**config.mk**
```make
export PLATFORM = sky130hd
export DESIGN_NAME = power_up_reset_sequencer
export DESIGN_NICKNAME = d
export VERILOG_FILES = /design/src/hdl/reset_seq_pkg.sv /design/src/hdl/power_up_reset_sequencer.sv /design/src/hdl/timeout_counter.sv
export VERILOG_INCLUDE_DIRS = /design/src /design/src/hdl
export SDC_FILE = /design/constraint.sdc
export NUM_CORES = 1
export LEC_CHECK = 0
export ABC_CLOCK_PERIOD_IN_PS = 2500
export BUFFER_PORTS_ARGS = -buffer_cell sky130_fd_sc_hd__buf_2
export CORE_ASPECT_RATIO = 1.2
export CORE_MARGIN = 3
export CORE_UTILIZATION = 45
export CTS_CLUSTER_DIAMETER = 50
export DETAILED_ROUTE_END_ITERATION = 10
export PLACE_DENSITY_LB_ADDON = 0.25
export SYNTH_ARGS = -nofsm -noshare
export SYNTH_HDL_FRONTEND = slang
export SYNTH_SLANG_ARGS = --single-unit
```
**constraint.sdc**
```tcl
create_clock -name clk_i -period 2.5 [get_ports clk_i]
set_input_delay 0.25 -clock clk_i [delete_from_list [all_inputs] [get_ports clk_i]]
set_output_delay 0.25 -clock clk_i [all_outputs]
set_load 0.005 [all_outputs]
```
**src/hdl/reset_seq_cfg.svh**
```systemverilog
// offsets, reset values and timing counts of the power-up reset sequencer
`ifndef RESET_SEQ_CFG_SVH
`define RESET_SEQ_CFG_SVH

// register byte addresses on the wishbone port
`define RSEQ_ADR_CONFIG   8'h00
`define RSEQ_ADR_STATUS   8'h04
`define RSEQ_ADR_WIDTH    8

// configuration word: unprogrammed bits read as one
`define RSEQ_CONFIG_RESET 14'h3FFF

// main clock and internal rc oscillator periods
`define RSEQ_CLK_PERIOD_NS 10
`define RSEQ_RC_PERIOD_NS  1000
`define RSEQ_RC_DIV        (`RSEQ_RC_PERIOD_NS / `RSEQ_CLK_PERIOD_NS)

// power-up delay, counted in rc oscillator ticks (least time, rounded up)
`define RSEQ_PWR_DELAY_MS    72
`define RSEQ_PWR_DELAY_TICKS \
    ((`RSEQ_PWR_DELAY_MS * 1000000 + `RSEQ_RC_PERIOD_NS - 1) / `RSEQ_RC_PERIOD_NS)

// brown-out minimum duration in main clock cycles
`define RSEQ_BROWN_MIN_US  100
`define RSEQ_BROWN_MIN_CYC \
    ((`RSEQ_BROWN_MIN_US * 1000 + `RSEQ_CLK_PERIOD_NS - 1) / `RSEQ_CLK_PERIOD_NS)

// oscillator start-up length in oscillator input cycles
`define RSEQ_OSC_START_CYCLES 1024

// master-clear glitch filter: a level must stand this long to count
`define RSEQ_GLITCH_NS  100
`define RSEQ_GLITCH_CYC \
    ((`RSEQ_GLITCH_NS + `RSEQ_CLK_PERIOD_NS - 1) / `RSEQ_CLK_PERIOD_NS)

`endif

```
**src/hdl/reset_seq_pkg.sv**
```systemverilog
// types shared by the power-up reset sequencer
package reset_seq_pkg;

    // oscillator selection field of the configuration word
    typedef enum logic [1:0] {
        low_power_crystal_mode = 2'h0,
        standard_crystal_mode  = 2'h1,
        high_speed_crystal_mode = 2'h2,
        rc_osc_mode            = 2'h3
    } osc_mode_e;

    // reset sequence states
    typedef enum logic [2:0] {
        st_brown_hold = 3'h0,
        st_pwr_delay  = 3'h1,
        st_osc_wait   = 3'h2,
        st_ready      = 3'h3,
        st_run        = 3'h4,
        st_sleep      = 3'h5
    } seq_state_e;

    // configuration word, 14 bits, a programmed bit reads zero
    typedef struct packed {
        logic [8:0] spare;
        logic       brown_out_enable_bit;
        logic       pwr_timer_en_n;
        logic       watchdog_en;
        osc_mode_e  osc_mode;
    } config_word_s;

    // status word, low byte carries state and sticky reset causes
    typedef struct packed {
        logic [23:0] zero;
        logic        wdt_flag;
        logic        brown_flag;
        logic        por_flag;
        logic        brown_level;
        logic        master_clear_level;
        seq_state_e  state;
    } status_word_s;

endpackage

```
**src/hdl/power_up_reset_sequencer.sv**
```systemverilog
// power-up reset sequencer with configuration word on a wishbone port
//
// The implementer's own choices: the Wishbone interface to the registers and the placing of the registers.
`timescale 1ns/1ps
`default_nettype none
`include "reset_seq_cfg.svh"

module power_up_reset_sequencer
    import reset_seq_pkg::*;
#(
    parameter int unsigned RC_DIV          = `RSEQ_RC_DIV,
    parameter int unsigned PWR_DELAY_TICKS = `RSEQ_PWR_DELAY_TICKS,
    parameter int unsigned BROWN_MIN_CYC   = `RSEQ_BROWN_MIN_CYC,
    parameter int unsigned OSC_START_CYC   = `RSEQ_OSC_START_CYCLES,
    parameter int unsigned GLITCH_CYC      = `RSEQ_GLITCH_CYC
) (
    // clock and reset
    input  wire logic        clk_i,
    input  wire logic        rst_i,
    // wishbone slave
    input  wire logic        wb_cyc_i,
    input  wire logic        wb_stb_i,
    input  wire logic        wb_we_i,
    input  wire logic [7:0]  wb_adr_i,
    input  wire logic [3:0]  wb_sel_i,
    input  wire logic [31:0] wb_dat_i,
    output logic [31:0]      wb_dat_o,
    output logic             wb_ack_o,
    // analog detectors and pins
    input  wire logic        supply_rise_i,
    input  wire logic        brown_out_i,
    input  wire logic        master_clear_n_i,
    input  wire logic        osc_clock_input_i,
    input  wire logic        prog_mode_i,
    // core events
    input  wire logic        wdt_timeout_i,
    input  wire logic        sleep_req_i,
    input  wire logic        interrupt_i,
    // outputs to the core
    output logic             core_reset_o,
    output logic             sleeping_o,
    output logic             wdt_tick_o,
    output logic             wdt_enable_o,
    output osc_mode_e        osc_mode_o
);

    localparam int unsigned RW = $clog2(RC_DIV + 1);
    localparam int unsigned PW = $clog2(PWR_DELAY_TICKS + 1);
    localparam int unsigned BW = $clog2(BROWN_MIN_CYC + 1);
    localparam int unsigned OW = $clog2(OSC_START_CYC + 1);
    localparam int unsigned GW = $clog2(GLITCH_CYC + 1);

    config_word_s cfg_q;
    seq_state_e   state_q;
    seq_state_e   state_d;
    logic [RW-1:0] rc_cnt_q;
    logic         rc_tick_q;
    logic         rise_q;
    logic         osc_q;
    logic         master_clear_n_filt_q;
    logic         por_seq_q;
    logic         por_flag_q;
    logic         brown_flag_q;
    logic         wdt_flag_q;
    logic         por_pulse;
    logic         osc_rise;
    logic         brown_en;
    logic         pwr_on;
    logic         crystal;
    logic         brown_trip;
    logic         pwr_done;
    logic         osc_done;
    logic         glitch_done;
    logic         wdt_reset;
    logic         bus_req;
    logic         wr_cfg;
    logic         wr_stat;
    status_word_s status;

    // level decode of the configuration word, input edge detects, watchdog reset and bus requests
    assign brown_en  = !cfg_q.brown_out_enable_bit ? 1'b0 : 1'b1;
    assign pwr_on    = !cfg_q.pwr_timer_en_n || brown_en;
    assign crystal   = cfg_q.osc_mode != rc_osc_mode;
    assign por_pulse = supply_rise_i && !rise_q;
    assign osc_rise  = osc_clock_input_i && !osc_q;
    assign wdt_reset = state_q == st_run && wdt_timeout_i;
    assign bus_req   = wb_cyc_i && wb_stb_i && !wb_ack_o;
    assign wr_cfg    = bus_req && wb_we_i && wb_adr_i == `RSEQ_ADR_CONFIG;
    assign wr_stat   = bus_req && wb_we_i && wb_adr_i == `RSEQ_ADR_STATUS;

    // rc oscillator tick, divided down from the main clock
    always_ff @(posedge clk_i)
    begin
        if (rst_i)
        begin
            rc_cnt_q  <= '0;
            rc_tick_q <= 1'b0;
        end
        else
        begin
            rc_tick_q <= rc_cnt_q == RW'(RC_DIV - 1);
            rc_cnt_q  <= (rc_cnt_q == RW'(RC_DIV - 1)) ? '0 : rc_cnt_q + RW'(1);
        end
    end

    // edge history of detector and oscillator inputs
    always_ff @(posedge clk_i)
    begin
        if (rst_i)
        begin
            rise_q <= 1'b0;
            osc_q  <= 1'b0;
        end
        else
        begin
            rise_q <= supply_rise_i;
            osc_q  <= osc_clock_input_i;
        end
    end

    // master-clear filter: the pin must differ for the whole window;
    // restarted on the flip itself, else the held done would flip it back
    timeout_counter #(.W(GW)) glitch_cnt (
        .clk_i   (clk_i),
        .rst_i   (rst_i),
        .clear_i ((master_clear_n_i == master_clear_n_filt_q) || glitch_done),
        .tick_i  (1'b1),
        .limit_i (GW'(GLITCH_CYC)),
        .done_o  (glitch_done)
    );

    // filtered level flips only after a sustained change
    always_ff @(posedge clk_i)
    begin
        if (rst_i)
            master_clear_n_filt_q <= 1'b1;
        else if (glitch_done)
            master_clear_n_filt_q <= ~master_clear_n_filt_q;
    end

    // brown-out trip once the supply stays low for the minimum time
    timeout_counter #(.W(BW)) brown_cnt (
        .clk_i   (clk_i),
        .rst_i   (rst_i),
        .clear_i (!brown_out_i || !brown_en),
        .tick_i  (1'b1),
        .limit_i (BW'(BROWN_MIN_CYC)),
        .done_o  (brown_trip)
    );

    // power-up delay in rc ticks, restarted whenever the state is left
    timeout_counter #(.W(PW)) pwr_cnt (
        .clk_i   (clk_i),
        .rst_i   (rst_i),
        .clear_i (state_q != st_pwr_delay),
        .tick_i  (rc_tick_q),
        .limit_i (PW'(PWR_DELAY_TICKS)),
        .done_o  (pwr_done)
    );

    // oscillator start-up count on rising edges of the oscillator input
    timeout_counter #(.W(OW)) osc_cnt (
        .clk_i   (clk_i),
        .rst_i   (rst_i),
        .clear_i (state_q != st_osc_wait),
        .tick_i  (osc_rise),
        .limit_i (OW'(OSC_START_CYC)),
        .done_o  (osc_done)
    );

    // next state; power-on first, then brown-out, then the normal walk
    always_comb
    begin
        state_d = state_q;
        if (por_pulse)
            state_d = st_pwr_delay;
        else if (brown_trip || (state_q == st_pwr_delay && brown_en && brown_out_i))
            state_d = st_brown_hold;
        else
        begin
            unique case (state_q)
                st_brown_hold:
                    if (!brown_out_i || !brown_en)
                        state_d = st_pwr_delay;
                st_pwr_delay:
                    if (!pwr_on || pwr_done)
                        state_d = (por_seq_q && crystal) ? st_osc_wait : st_ready;
                st_osc_wait:
                    if (osc_done)
                        state_d = st_ready;
                st_ready:
                    if (master_clear_n_filt_q)
                        state_d = st_run;
                st_run:
                    if (!master_clear_n_filt_q || wdt_timeout_i)
                        state_d = st_ready;
                    else if (sleep_req_i)
                        state_d = st_sleep;
                st_sleep:
                    if (!master_clear_n_filt_q)
                        state_d = st_ready;
                    else if (wdt_timeout_i || interrupt_i)
                        state_d = crystal ? st_osc_wait : st_run;
                default:
                    state_d = st_brown_hold;
            endcase
        end
    end

    // state register; a brown-out path never runs the start-up count
    always_ff @(posedge clk_i)
    begin
        if (rst_i)
        begin
            state_q   <= st_brown_hold;
            por_seq_q <= 1'b1;
        end
        else
        begin
            state_q <= state_d;
            if (por_pulse)
                por_seq_q <= 1'b1;
            else if (state_d == st_brown_hold)
                por_seq_q <= 1'b0;
        end
    end

    // core-facing outputs straight from flops
    always_ff @(posedge clk_i)
    begin
        if (rst_i)
        begin
            core_reset_o <= 1'b1;
            sleeping_o   <= 1'b0;
            wdt_tick_o   <= 1'b0;
            wdt_enable_o <= 1'b0;
            osc_mode_o   <= rc_osc_mode;
        end
        else
        begin
            core_reset_o <= state_d != st_run;
            sleeping_o   <= state_d == st_sleep;
            wdt_tick_o   <= rc_tick_q && cfg_q.watchdog_en;
            wdt_enable_o <= cfg_q.watchdog_en;
            osc_mode_o   <= cfg_q.osc_mode;
        end
    end

    // configuration word, only open to writes while programming
    always_ff @(posedge clk_i)
    begin
        if (rst_i)
            cfg_q <= config_word_s'(`RSEQ_CONFIG_RESET);
        else if (wr_cfg && prog_mode_i)
        begin
            if (wb_sel_i[0])
                cfg_q[7:0] <= wb_dat_i[7:0];
            if (wb_sel_i[1])
                cfg_q[13:8] <= wb_dat_i[13:8];
        end
    end

    // sticky reset causes; a new event wins over a write-one clear
    always_ff @(posedge clk_i)
    begin
        if (rst_i)
        begin
            por_flag_q   <= 1'b0;
            brown_flag_q <= 1'b0;
            wdt_flag_q   <= 1'b0;
        end
        else
        begin
            por_flag_q   <= por_pulse ||
                            (por_flag_q && !(wr_stat && wb_sel_i[0] && wb_dat_i[5]));
            brown_flag_q <= brown_trip ||
                            (brown_flag_q && !(wr_stat && wb_sel_i[0] && wb_dat_i[6]));
            wdt_flag_q   <= wdt_reset ||
                            (wdt_flag_q && !(wr_stat && wb_sel_i[0] && wb_dat_i[7]));
        end
    end

    // status view of the sequencer
    always_comb
    begin
        status                    = '0;
        status.wdt_flag           = wdt_flag_q;
        status.brown_flag         = brown_flag_q;
        status.por_flag           = por_flag_q;
        status.brown_level        = brown_out_i;
        status.master_clear_level = master_clear_n_filt_q;
        status.state              = state_q;
    end

    // wishbone answer one cycle after the strobe; unmapped reads zero
    always_ff @(posedge clk_i)
    begin
        if (rst_i)
        begin
            wb_ack_o <= 1'b0;
            wb_dat_o <= '0;
        end
        else
        begin
            wb_ack_o <= bus_req;
            if (bus_req && wb_adr_i == `RSEQ_ADR_CONFIG && prog_mode_i)
                wb_dat_o <= {18'h0_0000, cfg_q};
            else if (bus_req && wb_adr_i == `RSEQ_ADR_STATUS)
                wb_dat_o <= status;
            else if (bus_req)
                wb_dat_o <= '0;
        end
    end
endmodule

`default_nettype wire

```
**src/hdl/timeout_counter.sv**
```systemverilog
// event counter that raises a done level after a given number of ticks
`timescale 1ns/1ps
`default_nettype none

module timeout_counter #(
    parameter int unsigned W = 16
) (
    // clock and reset
    input  wire logic         clk_i,
    input  wire logic         rst_i,
    // control
    input  wire logic         clear_i,
    input  wire logic         tick_i,
    input  wire logic [W-1:0] limit_i,
    // result
    output logic              done_o
);

    logic [W-1:0] count_q;

    // counting stops at the limit so done stays up until cleared
    always_ff @(posedge clk_i)
    begin
        if (rst_i || clear_i)
        begin
            count_q <= '0;
            done_o  <= 1'b0;
        end
        else if (tick_i && !done_o)
        begin
            count_q <= count_q + W'(1);
            done_o  <= (count_q + W'(1)) >= limit_i;
        end
    end

endmodule

`default_nettype wire

```
==> impl_metrics.tcl, run 1 <==
set metrics [dict create \
    cts_resized 0 \
    fin_worst_skew_ns 0.009072 \
    routed_wire_length_per_instance_um 13.47 \
    critPathTopFamily "simple AND/OR/NAND/NOR gates" \
    initial_standard_cell_utilization_of_the_core 0.4653 \
    synth-compound-area-share 0.1380 \
    postSynth.topFlopCell "sky130_fd_sc_hd__dfxtp_1" \
    grt.busiest_layer "met2" \
    synth.ff_latch_count 103 \
    slew_viol_final 0 \
    ys_async_sr_fraction 0 \
    pwr_density_cell_mw_per_mm2 601.9 \
    crit_path_cell_trace "ha_1 -> inv_1 -> nor2_1 -> nand3_1 -> or3_1 -> a21oi_1" \
    gpl.final_weighted_congestion 0.8304 \
    via_count 3851 \
    worst_hold_path_type "in -> reg" \
    timing.final.crit_share 0.7598 \
    criticalPathCategory "reg -> reg" \
    synth_simple_gate_area_frac 0.2537 \
    synth-adder-area-share 0.01596 \
    final-hold-violation-count 0 \
    worst_ep_required_time_ns 2.77 \
    power_uw 3213 \
    synth_cells 534 \
    dieWidth_um 99.34 \
    number_of_antenna_violations_at_the_first_check_in_global_routing 0 \
    synthesis.area_per_instance_um2 8.810 \
    synth_seq_area_share 0.4383 \
    final.fill_count 966 \
    fin_setup_tns_ns 0 \
    critical_path.slowest_cell "sky130_fd_sc_hd__dfxtp_1" \
    post_synth_mux_area_share 0.004255 \
    worstPathBufferInverterCount 1 \
    area_delta_synth_final_pct 13.48 \
    cts_setup_buffers 0 \
    routed_via_density 5.378 \
    cts.htree.levels 3 \
    ir_drop_mv 0.4098 \
    static_leakage_power_uw 0.001938 \
    holdWs_ns 0.1039 \
    timing.critical_path.to_type "register" \
    least_margin_pin_slew_ns 0.6726 \
    synth_top_family_by_area "simple AND/OR/NAND/NOR gates" \
    drt-initial-drc-count 164 \
    n_antenna_cell 0 \
    synthXorXnorAreaFrac 0.08750 \
    min_period_ns 1.899 \
    fraction_of_layout_cells_with_a_size_suffix_above_1 0.1492 \
    outcome "completed" \
    startpoint_type "register" \
    arrival_ns 2.17 \
    grt_overflow_total 0 \
    drt_pass1_iterations 4 \
    tritoncts_num_sinks 103 \
    cts_tree "done" \
    grt_pass1_wl_um 16040 \
    die_h_um 118.0 \
    ios 96 \
    worst_setup_hold_path_clk_slew_ns 0.08 \
    globalRouteTotalUtil 0.1649 \
    cap_viol_max_count 0 \
    cts_root_buffer_type "sky130_fd_sc_hd__clkbuf_16" \
    core-area_mm2 0.01011 \
    final-setup-viol-count 0 \
    slowest_delay_ns 0.40 \
    post_synth_instance_area_mm2 0.004705 \
    cts_hold_buffers 0 \
    warnings_from_yosys 0 \
    design.final.nets 648 \
    grt_max_degree 27 \
    numCtsBuffers 9 \
    detail_route.drc_violations 0 \
    largest_buffer_count_on_any_clock_path 2 \
    use_met2 0.2689 \
    dp_hpwl_um 7000 \
    first_global_vias 3582 \
    drt.antenna.violating_nets 0 \
    grt.met3_usage 0.03438 \
    synth_enable_flop_cells 0 \
    grt_setup_unrepaired "false" \
    die_area_mm2 0.01172 \
    globalRouteMet1Util 0.2120 \
    port_buffers 57 \
    fmax_mhz 526.5 \
    finalWirelength_um 9643 \
    clkLatencyLatePin_ns 0.34 \
    synth.distinct_cells 55 \
    ff_to_ff_setup_slack_ns 0.60 \
    std_cell_rows 40 \
    worst_slew_margin_rel 0.5516 \
    cp_max_fo 6 \
]
report_power, final:
part | leakage, µW | switching [µW] | internal, µW
sequential | 0.000833 | 9.43 | 1650
combinational | 0.000961 | 78.1 | 53.3
clock | 0.000144 | 630 | 789
synthesized netlist by cell type (all sizes together) (2+ instances only):
cell type / instances / area [µm²]
a211o: 16 / 140.1
and3: 10 / 62.56
nor2b: 23 / 143.9
nand2: 25 / 93.84
a21oi: 22 / 110.1
xnor2: 27 / 236.5
mux2i: 2 / 20.02
o21ai: 9 / 45.04
nand3: 22 / 110.1
a31oi: 4 / 25.02
nor4: 10 / 77.57
nand3b: 2 / 15.01
nor4b: 2 / 17.52
a22oi: 14 / 105.1
a311o: 2 / 20.02
nand2b: 10 / 62.56
nor2: 73 / 274.0
xor2: 20 / 175.2
a2111oi: 2 / 17.52
or4: 3 / 26.27
a211oi: 6 / 45.04
or3: 8 / 50.05
and4: 2 / 17.52
nand4: 14 / 87.58
nor3: 12 / 60.06
clkbuf: 20 / 75.07
o21a: 3 / 22.52
a311oi: 2 / 17.52
and2: 4 / 25.02
buf: 23 / 168.9
dfxtp: 103 / 2062
or2: 2 / 12.51
nor3b: 3 / 27.52
ha: 6 / 75.07
o2111ai: 2 / 17.52
inv: 12 / 45.04
final timing paths:
| check | from | end | cells after the start |
|---|---|---|---|
| worst max-delay path | brown_cnt.count_q[0]$_SDFFE_PP0N_ | brown_cnt.count_q[10]$_SDFFE_PP0N_ | 6 |
| worst min-delay path | wb_dat_i[9] | cfg_q[9]$_SDFFE_PP1P_ | 2 |
| worst max register to register | brown_cnt.count_q[0]$_SDFFE_PP0N_ | brown_cnt.count_q[10]$_SDFFE_PP0N_ | 6 |
| worst min register to register | rc_cnt_q[0]$_SDFF_PP0_ | rc_cnt_q[0]$_SDFF_PP0_ | 1 |
worst reg2reg max path, cell delays in order (launching register included):
cell and delay (ns):
sky130_fd_sc_hd__dfxtp_1 0.40, sky130_fd_sc_hd__ha_1 0.30, sky130_fd_sc_hd__inv_1 0.11, sky130_fd_sc_hd__nor2_1 0.32, sky130_fd_sc_hd__nand3_1 0.20, sky130_fd_sc_hd__or3_1 0.37, sky130_fd_sc_hd__a21oi_1 0.14
placed cells by master (no fill, tap or decap), types with 16 or more instances in the layout:
cell type,synthesis,final
sky130_fd_sc_hd__nand2_1,25,25
sky130_fd_sc_hd__a211o_1,16,16
sky130_fd_sc_hd__xor2_1,20,20
sky130_fd_sc_hd__nor2_1,73,73
sky130_fd_sc_hd__conb_1,1,18
sky130_fd_sc_hd__nor2b_1,23,23
sky130_fd_sc_hd__buf_2,0,57
sky130_fd_sc_hd__a21oi_1,22,22
sky130_fd_sc_hd__dfxtp_1,103,103
sky130_fd_sc_hd__xnor2_1,27,27
sky130_fd_sc_hd__nand3_1,22,22
registers in the layout (all words and copies together), names as in the netlist, 2 cells and up:
name and flops:
pwr_cnt.count_q 17, brown_cnt.count_q 14, cfg_q 14, wb_dat_o 14, osc_cnt.count_q 11, rc_cnt_q 7, glitch_cnt.count_q 4, state_q 3
osc_mode_o 2
metal layers:
metal	up-vias	wire length, µm	share of wire
met1	1777	4313	0.45
met3	15	527	0.055
li1	1943	-	-
met4	0	203	0.021
met2	116	4598	0.48
met5	-	0	0
through the flow:
| step | utilization | instance area, µm² | cells | setup slack [ns] |
|---|---|---|---|---|
| after floorplan | - | 4768 | 551 | 0.5004 |
| after global placement | 0.4980 | 5035 | 700 | 0.3779 |
| after detailed placement | 0.4980 | 5035 | 700 | 0.3185 |
| after CTS | 0.5281 | 5339 | 716 | 0.5982 |
| after global routing | 0.5281 | 5339 | 716 | 0.4145 |
| final | 0.5281 | 5339 | 716 | 0.6005 |
logic make-up (layout without fill, tap and decap cells):
logic type               after synthesis  in the layout
multiplexers                           2              2
AND/OR/NAND/NOR                      228            228
buffers and inverters                 55             94
adder cells (fa/ha/maj)                6              6
XOR/XNOR                              47             47
AO/OA/AOI/OAI                         92             92
flip-flops                           103            103
other                                  1             18
area by class of cell:
| type | count | area, µm² | area share |
|---|---|---|---|
| clock buffer | 9 | 225.2 | 0.04218 |
| inverter | 12 | 45.04 | 0.008437 |
| tap | 126 | 157.7 | 0.02953 |
| clock inverter | 7 | 78.83 | 0.01476 |
| sequential | 103 | 2062 | 0.3862 |
| multi-input combinational | 393 | 2417 | 0.4528 |
| timing repair buffer | 66 | 352.8 | 0.06609 |
No activity file was read; power rests on OpenSTA's default activity.
==> run 2: changes to the inputs <==
--- a/config.mk
+++ b/config.mk
@@ -6,7 +6,7 @@
 export SDC_FILE = /design/constraint.sdc
 export NUM_CORES = 1
 export LEC_CHECK = 0
-export ABC_CLOCK_PERIOD_IN_PS = 2500
+export ABC_CLOCK_PERIOD_IN_PS = 1600
 export BUFFER_PORTS_ARGS = -buffer_cell sky130_fd_sc_hd__buf_2
 export CORE_ASPECT_RATIO = 1.2
 export CORE_MARGIN = 3
==> constraint.sdc (replaced) <==
create_clock -name clk_i -period 1.6 [get_ports clk_i]
set_input_delay 0.16 -clock clk_i [delete_from_list [all_inputs] [get_ports clk_i]]
set_output_delay 0.16 -clock clk_i [all_outputs]
set_load 0.005 [all_outputs]
==> impl_metrics.tcl, run 2 (synthesis gave the netlist of run 1 again) <==
set metrics [dict create \
    tritoncts_num_sinks 103 \
    fin_setup_tns_ns -0.03396 \
    dp_hpwl_um 7862 \
    ff_to_ff_setup_slack_ns -0.03 \
    grt_max_degree 23 \
    grt_setup_unrepaired "true" \
    final-setup-viol-count 4 \
    cts_tree "done" \
    fraction_of_layout_cells_with_a_size_suffix_above_1 0.3151 \
    worst_ep_required_time_ns 1.80 \
    gpl.final_weighted_congestion 0.8554 \
    n_antenna_cell 0 \
    routed_wire_length_per_instance_um 14.40 \
    criticalPathCategory "reg -> reg" \
    power_uw 5269 \
    static_leakage_power_uw 0.002436 \
    largest_buffer_count_on_any_clock_path 2 \
    cts_hold_buffers 0 \
    power.share.switching 0.2005 \
    ios 96 \
    detail_route.drc_violations 0 \
    fin_worst_skew_ns 0.005952 \
    cts.htree.levels 3 \
    critical_path.startpoint "brown_cnt.count_q[1]$_SDFFE_PP0N_" \
    ir_drop_mv 0.5531 \
    pwr-share-clk 0.460 \
    crit-reg2reg-launch "brown_cnt.count_q[1]$_SDFFE_PP0N_" \
    port_buffers 57 \
    startpoint_type "register" \
    std_cell_rows 40 \
    capture_point_of_the_worst_path "brown_cnt.done_o$_SDFF_PP0_" \
    grt_overflow_total 0 \
    violations "negative setup slack" \
    grt_pass1_wl_um 18660 \
    die_h_um 118.0 \
    postLayoutCoreUtil 0.6157 \
    switching_power_uw 1056 \
    sequentialPowerShare 0.494 \
    worst_hold_path_type "in -> reg" \
    final-hold-violation-count 0 \
    cap_viol_max_count 0 \
    die_area_mm2 0.01172 \
    timing.final.crit_share 1.018 \
    max_flop_register "pwr_cnt.count_q" \
    via_count 4125 \
    finalWirelength_um 11270 \
    final_common_cell "sky130_fd_sc_hd__dfxtp_1" \
    power.share.combinational 0.046 \
    initial_standard_cell_utilization_of_the_core 0.4653 \
    drt.antenna.violating_nets 0 \
    routed_via_density 5.268 \
    min_period_ns 1.629 \
    drt_pass1_iterations 4 \
    globalRouteTotalUtil 0.1900 \
    number_of_antenna_violations_at_the_first_check_in_global_routing 0 \
    internal_power_uw 4212 \
    outcome "finished with violations" \
    clkLatencyLatePin_ns 0.33 \
    core-area_mm2 0.01011 \
    first_global_vias 4123 \
    numCtsBuffers 9 \
    dieWidth_um 99.34 \
    design.final.nets 716 \
    worst_slack_ns -0.02880 \
    timing.critical_path.to_type "register" \
    worst_setup_hold_path_clk_slew_ns 0.06 \
    area_delta_synth_final_pct 32.31 \
    slew_viol_final 0 \
    arrival_ns 1.83 \
    worst_r2r_path_depth 6 \
    cp_max_fo 3 \
    pwr_density_cell_mw_per_mm2 846.4 \
    cts_root_buffer_type "sky130_fd_sc_hd__clkbuf_16" \
    layout_common_cells "sky130_fd_sc_hd__dfxtp_1 (90), sky130_fd_sc_hd__nor2_1 (72), sky130_fd_sc_hd__buf_4 (69)" \
    destination_of_the_worst_register_to_register_timing_path "brown_cnt.done_o$_SDFF_PP0_" \
    largest_register_ffs 17 \
    drt-initial-drc-count 190 \
    fmax_mhz 613.9 \
]
==> run 2: critical path, stage by stage (launching register included) <==
cell	delay, ns
sky130_fd_sc_hd__dfxtp_2	0.34
sky130_fd_sc_hd__ha_4	0.16
sky130_fd_sc_hd__or3_4	0.34
sky130_fd_sc_hd__a2111oi_4	0.29
sky130_fd_sc_hd__o21ai_1	0.12
sky130_fd_sc_hd__a31oi_1	0.19
sky130_fd_sc_hd__a311oi_1	0.07
==> run 2: worst min path at each step <==
stage | start | to | slack (ns) | depth (start not counted)
after floorplan | wb_dat_i[10] | cfg_q[10]$_SDFFE_PP1P_ | 0.28 | 1
after global placement | wb_dat_i[12] | cfg_q[12]$_SDFFE_PP1P_ | 0.36 | 2
after detailed placement | wb_dat_i[0] | cfg_q[0]$_SDFFE_PP1P_ | 0.37 | 2
after CTS | wb_dat_i[8] | cfg_q[8]$_SDFFE_PP1P_ | 0.02 | 2
after global routing | wb_dat_i[11] | cfg_q[11]$_SDFFE_PP1P_ | 0.02 | 2
final | wb_dat_i[0] | cfg_q[0]$_SDFFE_PP1P_ | 0.03 | 2
==> run 2: layer usage <==
| metal | GRT usage | part of all wire | up-vias |
|---|---|---|---|
| met1 | 0.2276 | 0.42 | 1958 |
| met3 | 0.04920 | 0.043 | 11 |
| met2 | 0.3328 | 0.52 | 74 |
| li1 | - | - | 2082 |
| met4 | 0.05209 | 0.011 | 0 |
| met5 | 0 | 0 | - |
==> run 2: what timing repair did <==
action                                 CTS  global route
setup endpoints to repair               31            37
gates resized for setup                 31            41
endpoints found under the hold margin    0             0
gates cloned                             0             1
pin swaps                                9            22
setup buffers                            5             2
==> run 2: power groups by stage <==
stage / clock [µW] / combinational, µW / sequential (µW)
2_1_floorplan: 0 / 150 / 2660
3_3_place_gp: 0 / 223 / 2660
3_5_place_dp: 0 / 228 / 2660
4_1_cts: 2470 / 236 / 2600
5_1_grt: 2570 / 273 / 2600
6_report: 2420 / 244 / 2600
==> run 2: through the flow <==
step | hold slack [ns] | instance area (µm²) | setup slack, ns | std cells
3_5_place_dp | 0.3667 | 5523 | -0.3001 | 762
6_report | 0.02783 | 6225 | -0.02880 | 783
3_3_place_gp | 0.3625 | 5523 | -0.2740 | 762
2_1_floorplan | 0.2779 | 4785 | -0.2366 | 551
4_1_cts | 0.01750 | 6026 | -0.02316 | 782
5_1_grt | 0.02064 | 6225 | -0.07348 | 783
==> run 2: area by class of cell <==
| type | count | area, µm² |
|---|---|---|
| Fill cell | 848 | 3885 |
| Multi-Input combinational cell | 394 | 2719 |
| Sequential cell | 103 | 2078 |
| Timing Repair Buffer | 133 | 897.1 |
| Clock buffer | 11 | 232.7 |
| Tap cell | 126 | 157.7 |
| Clock inverter | 4 | 95.09 |
| Inverter | 12 | 45.04 |
==> run 3: changes to the inputs <==
--- a/config.mk
+++ b/config.mk
@@ -14,6 +14,8 @@
 export CTS_CLUSTER_DIAMETER = 50
 export DETAILED_ROUTE_END_ITERATION = 10
 export PLACE_DENSITY_LB_ADDON = 0.25
+export SETUP_SLACK_MARGIN = 0.4
 export SYNTH_ARGS = -nofsm -noshare
 export SYNTH_HDL_FRONTEND = slang
+export SYNTH_HIERARCHICAL = 1
 export SYNTH_SLANG_ARGS = --single-unit
==> impl_metrics.tcl, run 3 <==
set metrics [dict create \
    placed_area_mm2 0.007741 \
    worst_hold_path_type "in -> reg" \
    tritoncts_num_sinks 103 \
    gpl.final_weighted_congestion 0.8651 \
    worst_setup_hold_path_clk_slew_ns 0.07 \
    outcome "finished with violations" \
    cts_root_buffer_type "sky130_fd_sc_hd__clkbuf_16" \
    fmax_mhz 468.7 \
    ff_to_ff_setup_slack_ns -0.53 \
    synthesis.area_per_instance_um2 8.388 \
    final-hold-violation-count 0 \
    slew_viol_final 0 \
    dieWidth_um 112.8 \
    layout_common_cells "sky130_fd_sc_hd__buf_4 (107), sky130_fd_sc_hd__conb_1 (72), sky130_fd_sc_hd__dfxtp_1 (71)" \
    initial_standard_cell_utilization_of_the_core 0.4631 \
    cts.htree.levels 3 \
    pwr-share-clk 0.407 \
    pwr_density_cell_mw_per_mm2 566.0 \
    hold_start "wb_dat_i[8]" \
    ys_async_sr_fraction 0 \
    destination_of_the_worst_register_to_register_timing_path "pwr_cnt/done_o$_SDFFE_PP0P_" \
    cap_viol_max_count 0 \
    grt_setup_unrepaired "true" \
    timing.final.crit_share 1.333 \
    clkLatencyLatePin_ns 0.34 \
    final_area_mm2 0.009097 \
    crit-reg2reg-launch "pwr_cnt/count_q[3]$_SDFFE_PP0P_" \
    drt-initial-drc-count 199 \
    final_common_cell "sky130_fd_sc_hd__buf_4" \
    internal_power_uw 3904 \
    synth_seq_area_share 0.3349 \
    criticalPathCategory "reg -> reg" \
    layoutNonFillerInstCount 1146 \
    worstHoldPathCells 2 \
    fin_setup_tns_ns -2.388 \
    numCtsBuffers 9 \
    top_layer "met4" \
    static_leakage_power_uw 0.004094 \
    min_period_ns 2.133 \
    synth.distinct_cells 69 \
    largest_register_ffs 17 \
    drt.antenna.violating_nets 0 \
    largest_buffer_count_on_any_clock_path 2 \
    synth.ff_latch_count 103 \
    critical_path.startpoint "pwr_cnt/count_q[3]$_SDFFE_PP0P_" \
    crit_path_cell_trace "and3_4 -> nand3_4 -> nor3_4 -> xor2_1 -> ha_1 -> nand4_1 -> or4_1 -> o211ai_1" \
    post_synth_instance_area_mm2 0.006157 \
    via_count 5834 \
    detail_route.drc_violations 0 \
    startpoint_type "register" \
    worst_ep_required_time_ns 1.86 \
    ios 96 \
    violations "negative setup slack" \
    met2_routed_wirelength_um 9235 \
    preCtsSetupSlack_ns -0.7290 \
    area_delta_synth_final_pct 47.75 \
    grt_max_degree 28 \
    synth_enable_flop_cells 0 \
    yosys.area.top_type "sky130_fd_sc_hd__dfxtp_1" \
    worst_slack_ns -0.5335 \
    fraction_of_layout_cells_with_a_size_suffix_above_1 0.4029 \
    grt_pass1_wl_um 26470 \
    globalRouteTotalUtil 0.2088 \
    warnings_from_yosys 6 \
    power.share.switching 0.2418 \
    timing.critical_path.to_type "register" \
    n_antenna_cell 0 \
    postLayoutCoreUtil 0.6843 \
    first_global_vias 5965 \
    finalWirelength_um 16550 \
    dp_hpwl_um 11560 \
    switching_power_uw 1245 \
    synth.cells.most_frequent "sky130_fd_sc_hd__dfxtp_1 (103), sky130_fd_sc_hd__nor2_1 (77), sky130_fd_sc_hd__inv_1 (55)" \
    critical_path.slowest_cell "sky130_fd_sc_hd__or4_1" \
    power.share.combinational 0.090 \
    sequentialPowerShare 0.502 \
    slowest_delay_ns 0.47 \
    cts_tree "done" \
    die_h_um 134.1 \
    yosysMostFrequentCell "sky130_fd_sc_hd__dfxtp_1" \
    routed_via_density 5.091 \
    final-setup-viol-count 20 \
    grt_overflow_total 0 \
    fin_worst_skew_ns 0.005319 \
    arrival_ns 2.40 \
    die_area_mm2 0.01513 \
    worst_hold_path.endpoint "cfg_q[8]$_SDFFE_PP1P_" \
    wl_met1_um 6675 \
    port_buffers 57 \
    routed_wire_length_per_instance_um 14.45 \
    drt_pass1_iterations 5 \
    number_of_antenna_violations_at_the_first_check_in_global_routing 0 \
    ir_drop_mv 0.4981 \
    netlist.area_leader.share 0.3349 \
    std_cell_rows 46 \
    max_flop_register "pwr_cnt/count_q" \
    postSynth.topFlopCell "sky130_fd_sc_hd__dfxtp_1" \
    synth_cells 734 \
    core-area_mm2 0.01330 \
    dp_cells 1090 \
    cp_max_fo 5 \
    worst_r2r_path_depth 8 \
    met3_wirelength_um 455 \
    most_area_consuming_cells_after_synthesis "sky130_fd_sc_hd__dfxtp_1 (33%), sky130_fd_sc_hd__ha_1 (10%), sky130_fd_sc_hd__xnor2_1 (5.5%), sky130_fd_sc_hd__nor2_1 (4.7%), sky130_fd_sc_hd__xor2_1 (4.7%)" \
    design.final.nets 1081 \
]
## run 3: cell types whose count changed after synthesis, sizes merged, moves of 6 or more
cell   previous run  this run
a21oi            22        41
buf              23        29
ha                6        51
inv              12        55
nand2            25        50
nor3             12        20
o21ai             9        20
o31ai             1         9
or3               8        14
xnor2            27        39
xor2             20        33
## run 3: power by group through the flow
stage	Clock (µW)	Combinational [µW]	Sequential, µW
after floorplan	0	291	2650
after global placement	0	351	2660
after detailed placement	0	368	2660
after CTS	2140	433	2590
after global routing	2240	522	2590
final	2100	465	2590
## run 3: logic make-up after synthesis
logic type	after synthesis	share of synthesized area
and+or+nand+nor	276	0.2394
DFF	103	0.3349
xor gates and xnor gates	72	0.1024
other	2	0.001220
buffers and inverters	102	0.07966
adders and majority gates	51	0.1036
AOI/OAI and AO/OA	125	0.1339
muxes	3	0.004877
## run 3: how the worst max path moves through the flow
stage,endpoint,slack [ns],cells past startpoint
after floorplan,pwr_cnt/done_o$_SDFFE_PP0P_,-0.46,9
after global placement,pwr_cnt/done_o$_SDFFE_PP0P_,-0.60,8
after detailed placement,pwr_cnt/done_o$_SDFFE_PP0P_,-0.73,8
after CTS,pwr_cnt/done_o$_SDFFE_PP0P_,-0.51,8
after global routing,pwr_cnt/done_o$_SDFFE_PP0P_,-0.64,8
final,pwr_cnt/done_o$_SDFFE_PP0P_,-0.53,8
## run 3: through the flow
| stage | power, µW | hold slack [ns] |
|---|---|---|
| 2_1_floorplan | 2938 | 0.2270 |
| 4_1_cts | 5160 | 0.009456 |
| 3_5_place_dp | 3025 | 0.3674 |
| 5_1_grt | 5346 | 0.01742 |
| 6_report | 5149 | 0.02334 |
| 3_3_place_gp | 3006 | 0.3623 |
## run 3: timing repair
item | CTS | global route
resized for setup | 121 | 65
cloned | 3 | 0
hold buffers | 0 | 0
hold endpoints to repair | 0 | 0
setup endpoints to repair | 86 | 90
pin swaps | 49 | 36
setup buffers | 25 | 12
## run 3: worst max-delay path: cells and delay by family, from the launching register on
family	cells	cell delay (ns)
adder cells (fa/ha/maj)	1	0.31
flip-flops	1	0.35
AND/OR/NAND/NOR	5	1.13
AO/OA/AOI/OAI	1	0.17
XOR/XNOR	1	0.09
## run 3: routing by layer
| layer | vias to the layer above | GRT usage |
|---|---|---|
| li1 | 2945 | - |
| met1 | 2790 | 0.2304 |
| met2 | 81 | 0.4074 |
| met3 | 18 | 0.03339 |
| met4 | 0 | 0.05611 |
| met5 | - | 0 |
## run 3: final cells by class
| cell class | count | area [µm²] |
|---|---|---|
| multi-input combinational | 601 | 4676 |
| fill | 989 | 4198 |
| sequential | 103 | 2142 |
| timing repair buffer | 203 | 1577 |
| clock buffer | 12 | 256.5 |
| tap | 168 | 210.2 |
| inverter | 55 | 206.4 |
| clock inverter | 4 | 30.03 |
